==> config.mk <==
export PLATFORM = sky130hd
export DESIGN_NAME = lsp_port
export DESIGN_NICKNAME = d
export VERILOG_FILES = /design/src/logic/lsp_pkg.sv /design/src/logic/lsp_pin_sync.sv /design/src/logic/lsp_port.sv
export SDC_FILE = /design/constraint.sdc
export NUM_CORES = 1
export LEC_CHECK = 0
export BUFFER_PORTS_ARGS = -buffer_cell sky130_fd_sc_hd__buf_4
export CAP_MARGIN = 20
export CORE_ASPECT_RATIO = 0.9
export CORE_MARGIN = 5
export CORE_UTILIZATION = 47
export CTS_CLUSTER_SIZE = 25
export DETAILED_ROUTE_END_ITERATION = 7
export PLACE_DENSITY = 0.76
export SLEW_MARGIN = 20
export SYNTH_ARGS = -nofsm -noshare
export SYNTH_HDL_FRONTEND = slang
export SYNTH_HIERARCHICAL = 1
export SYNTH_SLANG_ARGS = --single-unit
==> constraint.sdc <==
create_clock -name mclk -period 1.8 [get_ports mclk]
set_input_delay 0.09 -clock mclk [delete_from_list [all_inputs] [get_ports mclk]]
set_output_delay 0.09 -clock mclk [all_outputs]
set_load 0.02 [all_outputs]
==> src/logic/lsp_pkg.sv <==
/*
  Shared constants and types for the LCD staging register port.
  Assumes a 16-bit processor bus on the same clock as the port.
*/
package lsp_pkg;

  ////////////////////////////////////////////////////////////////////////////
  // Bus geometry and decode.
  localparam int LSP_ADDR_W = 16;
  localparam int LSP_DATA_W = 16;
  localparam logic [15:0] LSP_PORT_OFFSET = 16'h0010;

  ////////////////////////////////////////////////////////////////////////////
  // Field positions inside the port word.
  localparam int LSP_BIT_HALF_A = 0;
  localparam int LSP_BIT_HALF_B = 1;
  localparam int LSP_BIT_CMD_DATA = 6;
  localparam int LSP_BIT_DIR = 7;
  localparam int LSP_DATA_LSB = 8;
  localparam int LSP_DATA_MSB = 15;

  ////////////////////////////////////////////////////////////////////////////
  // Values after reset.
  localparam logic LSP_RST_SEL = 1'b0;
  localparam logic LSP_RST_CMD_DATA = 1'b0;
  localparam logic LSP_RST_DIR = 1'b0;
  localparam logic [7:0] LSP_RST_DATA = 8'h00;
  localparam logic [15:0] LSP_RST_RDATA = 16'h0000;

  ////////////////////////////////////////////////////////////////////////////
  // Pin synchroniser depth.
  localparam int LSP_SYNC_STAGES = 3;

  // Latched state of the module interface.
  typedef struct packed {
    logic [7:0] data;
    logic dir;
    logic cmd_data_sel;
    logic half_b;
    logic half_a;
  } lsp_ctrl_t;

  // Reverse a byte: port bit 8 carries module data bit 7.
  function automatic logic [7:0] lsp_rev8(input logic [7:0] v);
    logic [7:0] r;
    r = 8'h00;
    for (int i = 0; i < 8; i++) begin
      r[i] = v[7 - i];
    end
    return r;
  endfunction : lsp_rev8

endpackage : lsp_pkg

==> src/logic/lsp_pin_sync.sv <==
/*
  Three-stage pin synchroniser with agreement filter.
  Assumes inputs arrive asynchronously to mclk.
*/
`timescale 1ns/1ps
module lsp_pin_sync
  import lsp_pkg::*;
#(
  parameter int WIDTH = 1
) (
  // Clock and reset.
  input wire logic mclk,
  input wire logic reset,
  // Asynchronous input and filtered result.
  input wire logic [WIDTH-1:0] pin_in,
  output logic [WIDTH-1:0] pin_q
);

  // Refuse a width the logic cannot serve.
  if (WIDTH < 1 || LSP_SYNC_STAGES != 3) begin : g_chk
    $error("lsp_pin_sync needs WIDTH of at least one and three stages.");
  end

  logic [WIDTH-1:0] s1_q, s2_q, s3_q, out_q;
  logic [WIDTH-1:0] s1_d, s2_d, s3_d, out_d;

  ////////////////////////////////////////////////////////////////////////////
  // Next values: the output follows only where stages two and three agree.
  always_comb begin
    s1_d = pin_in;
    s2_d = s1_q;
    s3_d = s2_q;
    out_d = out_q;
    for (int i = 0; i < WIDTH; i++) begin
      if (s2_q[i] == s3_q[i]) begin
        out_d[i] = s3_q[i];
      end
    end
  end

  // Registers.
  always_ff @(posedge mclk or posedge reset) begin
    if (reset) begin
      s1_q <= '0;
      s2_q <= '0;
      s3_q <= '0;
      out_q <= '0;
    end else begin
      s1_q <= s1_d;
      s2_q <= s2_d;
      s3_q <= s3_d;
      out_q <= out_d;
    end
  end

  assign pin_q = out_q;

endmodule : lsp_pin_sync

==> src/logic/lsp_port.sv <==
/*
  Registered 16-bit staging port between the processor memory bus and a
  character LCD module; software sequences the module strobes.
  Assumes bus strobes are synchronous to mclk and last one cycle each;
  the map strap and the module data lines are asynchronous pins.
*/
// Functional notes
// - One 16-bit latched port at bus speed.
// - Bit 0 drives panel half A select.
// - Bit 1 drives panel half B select.
// - Bit 6 drives command/data select.
// - Bit 7 drives direction, one means read.
// - Bits 8..15 carry byte reversed, tristate by direction.
// - Decoded at region three plus 0x10, strap-gated.
`timescale 1ns/1ps
module lsp_port
  import lsp_pkg::*;
(
  // Clock and reset.
  input wire logic mclk,
  input wire logic reset,
  // Processor bus side.
  input wire logic chip_sel_region_three_n,
  input wire logic [LSP_ADDR_W-1:0] bus_addr,
  input wire logic bus_wr,
  input wire logic bus_rd,
  input wire logic [LSP_DATA_W-1:0] bus_wdata,
  output logic [LSP_DATA_W-1:0] bus_rdata_q,
  output logic bus_ack_q,
  // Board map strap enabling the port.
  input wire logic map_enable_pin,
  // LCD module side.
  output logic panel_half_a_sel_q,
  output logic panel_half_b_sel_q,
  output logic cmd_data_sel_q,
  output logic lcd_dir_q,
  output logic [7:0] lcd_data_out_q,
  output logic lcd_data_oe_q,
  input wire logic [7:0] lcd_data_in
);

  ////////////////////////////////////////////////////////////////////////////
  // Pin synchronisers for the strap and the module data lines.

  logic map_en_s;
  logic [7:0] lcd_data_s;

  // Strap passes four flops before it gates the decode.
  lsp_pin_sync #(
    .WIDTH(1)
  ) u_map_sync (
    .mclk(mclk),
    .reset(reset),
    .pin_in(map_enable_pin),
    .pin_q(map_en_s)
  );

  // Module data lines are sampled the same way before a read returns them.
  lsp_pin_sync #(
    .WIDTH(8)
  ) u_data_sync (
    .mclk(mclk),
    .reset(reset),
    .pin_in(lcd_data_in),
    .pin_q(lcd_data_s)
  );

  ////////////////////////////////////////////////////////////////////////////
  // Address decode.

  logic hit;
  logic wr_hit;
  logic rd_hit;

  // Only the one word at the port offset answers, and only when strapped in.
  assign hit = !chip_sel_region_three_n && map_en_s &&
               (bus_addr == LSP_PORT_OFFSET[LSP_ADDR_W-1:0]);
  assign wr_hit = hit && bus_wr;
  assign rd_hit = hit && bus_rd && !bus_wr;

  ////////////////////////////////////////////////////////////////////////////
  // Latched port state.

  lsp_ctrl_t ctrl_q, ctrl_d;
  logic [LSP_DATA_W-1:0] rdata_d;
  logic ack_d;
  logic oe_d;
  logic [7:0] dout_d;

  // A write takes the whole word in one bus cycle, so the bus never waits on
  // the module. Between writes every field simply holds. The host does the
  // strobe sequencing; this logic imposes no order on the accesses.
  always_comb begin
    ctrl_d = ctrl_q;
    if (wr_hit) begin
      ctrl_d.half_a = bus_wdata[LSP_BIT_HALF_A];
      ctrl_d.half_b = bus_wdata[LSP_BIT_HALF_B];
      ctrl_d.cmd_data_sel = bus_wdata[LSP_BIT_CMD_DATA];
      ctrl_d.dir = bus_wdata[LSP_BIT_DIR];
      ctrl_d.data = bus_wdata[LSP_DATA_MSB:LSP_DATA_LSB];
    end
  end

  // Outputs to the module are registered from the next state so they stay
  // glitch free; the data bus is only driven while direction says write.
  always_comb begin
    oe_d = !ctrl_d.dir;
    dout_d = lsp_rev8(ctrl_d.data);
  end

  // Read-back: control bits from the latch, unused bits zero, the data byte
  // from the module pins when reading, else the latched byte.
  always_comb begin
    rdata_d = bus_rdata_q;
    ack_d = hit && (bus_wr || bus_rd);
    if (rd_hit) begin
      rdata_d = '0;
      rdata_d[LSP_BIT_HALF_A] = ctrl_q.half_a;
      rdata_d[LSP_BIT_HALF_B] = ctrl_q.half_b;
      rdata_d[LSP_BIT_CMD_DATA] = ctrl_q.cmd_data_sel;
      rdata_d[LSP_BIT_DIR] = ctrl_q.dir;
      if (ctrl_q.dir) begin
        rdata_d[LSP_DATA_MSB:LSP_DATA_LSB] = lsp_rev8(lcd_data_s);
      end else begin
        rdata_d[LSP_DATA_MSB:LSP_DATA_LSB] = ctrl_q.data;
      end
    end
  end

  // Registers; both panel selects come up idle.
  always_ff @(posedge mclk or posedge reset) begin
    if (reset) begin
      ctrl_q <= '{data: LSP_RST_DATA, dir: LSP_RST_DIR,
                  cmd_data_sel: LSP_RST_CMD_DATA,
                  half_b: LSP_RST_SEL, half_a: LSP_RST_SEL};
      bus_rdata_q <= LSP_RST_RDATA;
      bus_ack_q <= 1'b0;
      lcd_data_oe_q <= !LSP_RST_DIR;
      lcd_data_out_q <= LSP_RST_DATA;
    end else begin
      ctrl_q <= ctrl_d;
      bus_rdata_q <= rdata_d;
      bus_ack_q <= ack_d;
      lcd_data_oe_q <= oe_d;
      lcd_data_out_q <= dout_d;
    end
  end

  // Module controls straight from the latch.
  assign panel_half_a_sel_q = ctrl_q.half_a;
  assign panel_half_b_sel_q = ctrl_q.half_b;
  assign cmd_data_sel_q = ctrl_q.cmd_data_sel;
  assign lcd_dir_q = ctrl_q.dir;
endmodule : lsp_port

==> flow_summary.ini <==
[worst_setup_path]
r2r_start = u_map_sync/pin_q
rrSetupSlack_ns = 0.24
cp.required_ns = 1.99
r2r_end = lcd_data_out_q[0]
cp_max_fo = 12
start_kind = flip-flop
cp_data_arrival_time_ns = 1.76
cp-end-kind = flip-flop
rr_worst_depth = 4
critPathKind = reg2reg

[synthesis]
synth_top_area_share_pct = 70.52
synth.most_common_cell = dfrtp_1
synth_area_leader_cell = dfrtp_1
syn_area_um2 = 2165
synth_edf_count = 0
syn_area_per_cell_um2 = 17.04
syn_inst = 127
postSynth.asyncResetShare_pct = 100.0
ys_types = 17
ys_seq_area_share_pct = 71.73
ys_warn_count = 6
ys_seq_elements = 62
yosys_most_used_dff = dfrtp_1
synth.area.top_cells = dfrtp_1, mux2_2, maj3_2
ys_top_cells_by_count = dfrtp_1, mux2_2, maj3_2

[drt]
drc = 0
viasPerCell = 4.588
route.vias.total = 1335
wl_per_cell_um = 15.04
ant_nets = 0
finalWirelength_um = 4376
drt-initial-drc-count = 43
drt_first_pass_iters = 4

[sta]
min_period_ns = 1.563
clock.fmax_mhz = 639.8
worst_slew_pin_slew_ns = 0.7524
finalMaxSlewViolations = 0
hold_violations = 0
fin_skew_ns = 0.004212
final.setup.tns_ns = 0
slew-limit-headroom_pct = 49.79
setup_violations = 0
fin_crit_sh_pct = 86.83
rsz0062_at_grt = no

[final_layout]
layout.nets = 272
fin_area_um2 = 3142
syn2layout_area_growth_pct = 45.14
num-fill-cells = 308
final_layout_size_suffix_gt1_share_pct = 55.46
num_antenna_cells = 0

[pwr]
ir_drop_mv = 0.7655
power_w = 0.002786
p_per_area_nw_per_um2 = 886.9
leakage_nw = 1.586

[clock_network]
cts_tree = done
clkTransAtPathRegs_ns = 0.06
cts_root_buf = clkbuf_8
cts_resized = 0
clock-sinks = 62
cts_setup_buffers = 0
holdBufCountCts = 15
clk_latency_ns = 0.31
htree_levels = 3
cts_buffer_depth = 2
cts_buffers = 9

[global_route]
grt_pass1_wl_um = 6886
antenna_found_initial = 0
grt_max_degree = 33
grt_remaining_overflow = 0
track_usage_pct = 15.61
grt_pass1_vias = 1498

[floorplanning]
die_x_um = 81.54
core_area_um2 = 4461
io_pins = 76
die_h_um = 74.38
dieArea_um2 = 6065
row_count = 23
start_util_pct = 48.53

[placed_design]
port-buffer-count = 67
gp_congestion = 0.7204
dp_hpwl_um = 3167
placed_cell_area_um2 = 2743

[min_path]
hold_start = bus_wdata[1]
min_path_type = in2reg
hold_path_end = panel_half_b_sel_q
min_path_cells = 2

[outcome]
status = finished clean

[run]
maxCapViolCount = 0
==> how the worst max path moves through the flow <==
stage | cells after the start | startpoint | to | slack, ns
floorplan | 5 | bus_addr[7] | bus_rdata_q[0] | 0.19
global placement | 6 | bus_addr[7] | lcd_data_out_q[1] | 0.12
detailed placement | 6 | bus_addr[7] | cmd_data_sel_q | 0.08
CTS | 4 | u_map_sync/pin_q | cmd_data_sel_q | 0.22
global route | 4 | u_map_sync/pin_q | panel_half_b_sel_q | 0.16
finish | 4 | u_map_sync/pin_q | lcd_data_out_q[0] | 0.24
==> per-layer routing <==
metal	routed length (µm)	track usage, %	up-vias
li1	-	-	629
met1	1702	17.96	654
met2	2322	25.50	44
met3	266	5.690	8
met4	84	8.443	0
met5	0	0	-
==> through the flow <==
stage / util [%] / hold slack, ns / worst slack [ns] / cells
after global placement: 61.49 / -0.009745 / 0.1239 / 256
after global routing: 70.43 / 0.005122 / 0.1637 / 291
after CTS: 69.09 / 0.0007712 / 0.2188 / 285
after floorplan: - / -0.1439 / 0.1898 / 130
after detailed placement: 61.49 / 0.001562 / 0.08335 / 256
final: 70.43 / 0.01887 / 0.2371 / 291
==> state kept, by name, summed over array words and instances, names as in the netlist, named ones only <==
register	count
bus_rdata_q	12
u_data_sync/pin_q	8
u_data_sync/s1_q	8
u_data_sync/s2_q	8
u_data_sync/s3_q	8
lcd_data_out_q	6
ctrl_q	2
bus_ack_q	1
cmd_data_sel_q	1
lcd_data_oe_q	1
panel_half_a_sel_q	1
panel_half_b_sel_q	1
u_map_sync/pin_q	1
u_map_sync/s1_q	1
u_map_sync/s2_q	1
u_map_sync/s3_q	1
==> where the power goes <==
| group | switching (W) | leakage, nW | total [W] | internal (W) |
|---|---|---|---|---|
| sequential | 0.0000249 | 0.780 | 0.00147 | 0.00145 |
| combinational | 0.0000632 | 0.710 | 0.000173 | 0.000110 |
| clock | 0.000441 | 0.0956 | 0.00114 | 0.000701 |
==> area by class of cell <==
class                           instances  area [µm²]  area share [%]
Inverter                                5       18.77          0.5974
Sequential cell                        62        1553           49.42
Clock inverter                          1       30.03          0.9558
Tap cell                               62       77.57           2.469
Multi-Input combinational cell         55       553.0           17.60
Clock buffer                           13       158.9           5.058
Timing Repair Buffer                   93       750.7           23.89
==> critical path, stage by stage (launching register included) <==
cell and delay [ns]:
dfrtp_1 0.36, nand4b_1 0.17, or3_1 0.41, buf_4 0.22
mux2_2 0.28
==> kinds of logic (layout without fill, tap and decap cells) <==
group,after synthesis,in the layout,synth area share [%]
AND/OR/NAND/NOR,8,8,2.428
other,1,4,0.1732
adder cells (fa/ha/maj),9,9,4.682
multiplexers,33,33,17.11
AO/OA/AOI/OAI,1,1,0.3470
buffers and inverters,13,112,3.526
flip-flops,62,62,71.73
==> cells in the final DEF (no fill, tap or decap) <==
master         netlist  layout
mux2i_1              1       1
mux2_2              32      32
nand4b_1             1       1
dfstp_2              1       1
buf_4                5      72
or3_1                1       1
conb_1               1       4
a211oi_1             1       1
nand2_1              1       1
bufinv_16            0       1
nor4b_1              1       1
maj3_2               9       9
dfrtp_1             61      61
nor4_1               4       3
inv_1                5       5
clkbuf_1             1       2
nor4_2               0       1
clkbuf_8             0      11
dlygate4sd3_1        0      21
No activity file was read; power rests on OpenSTA's default activity.
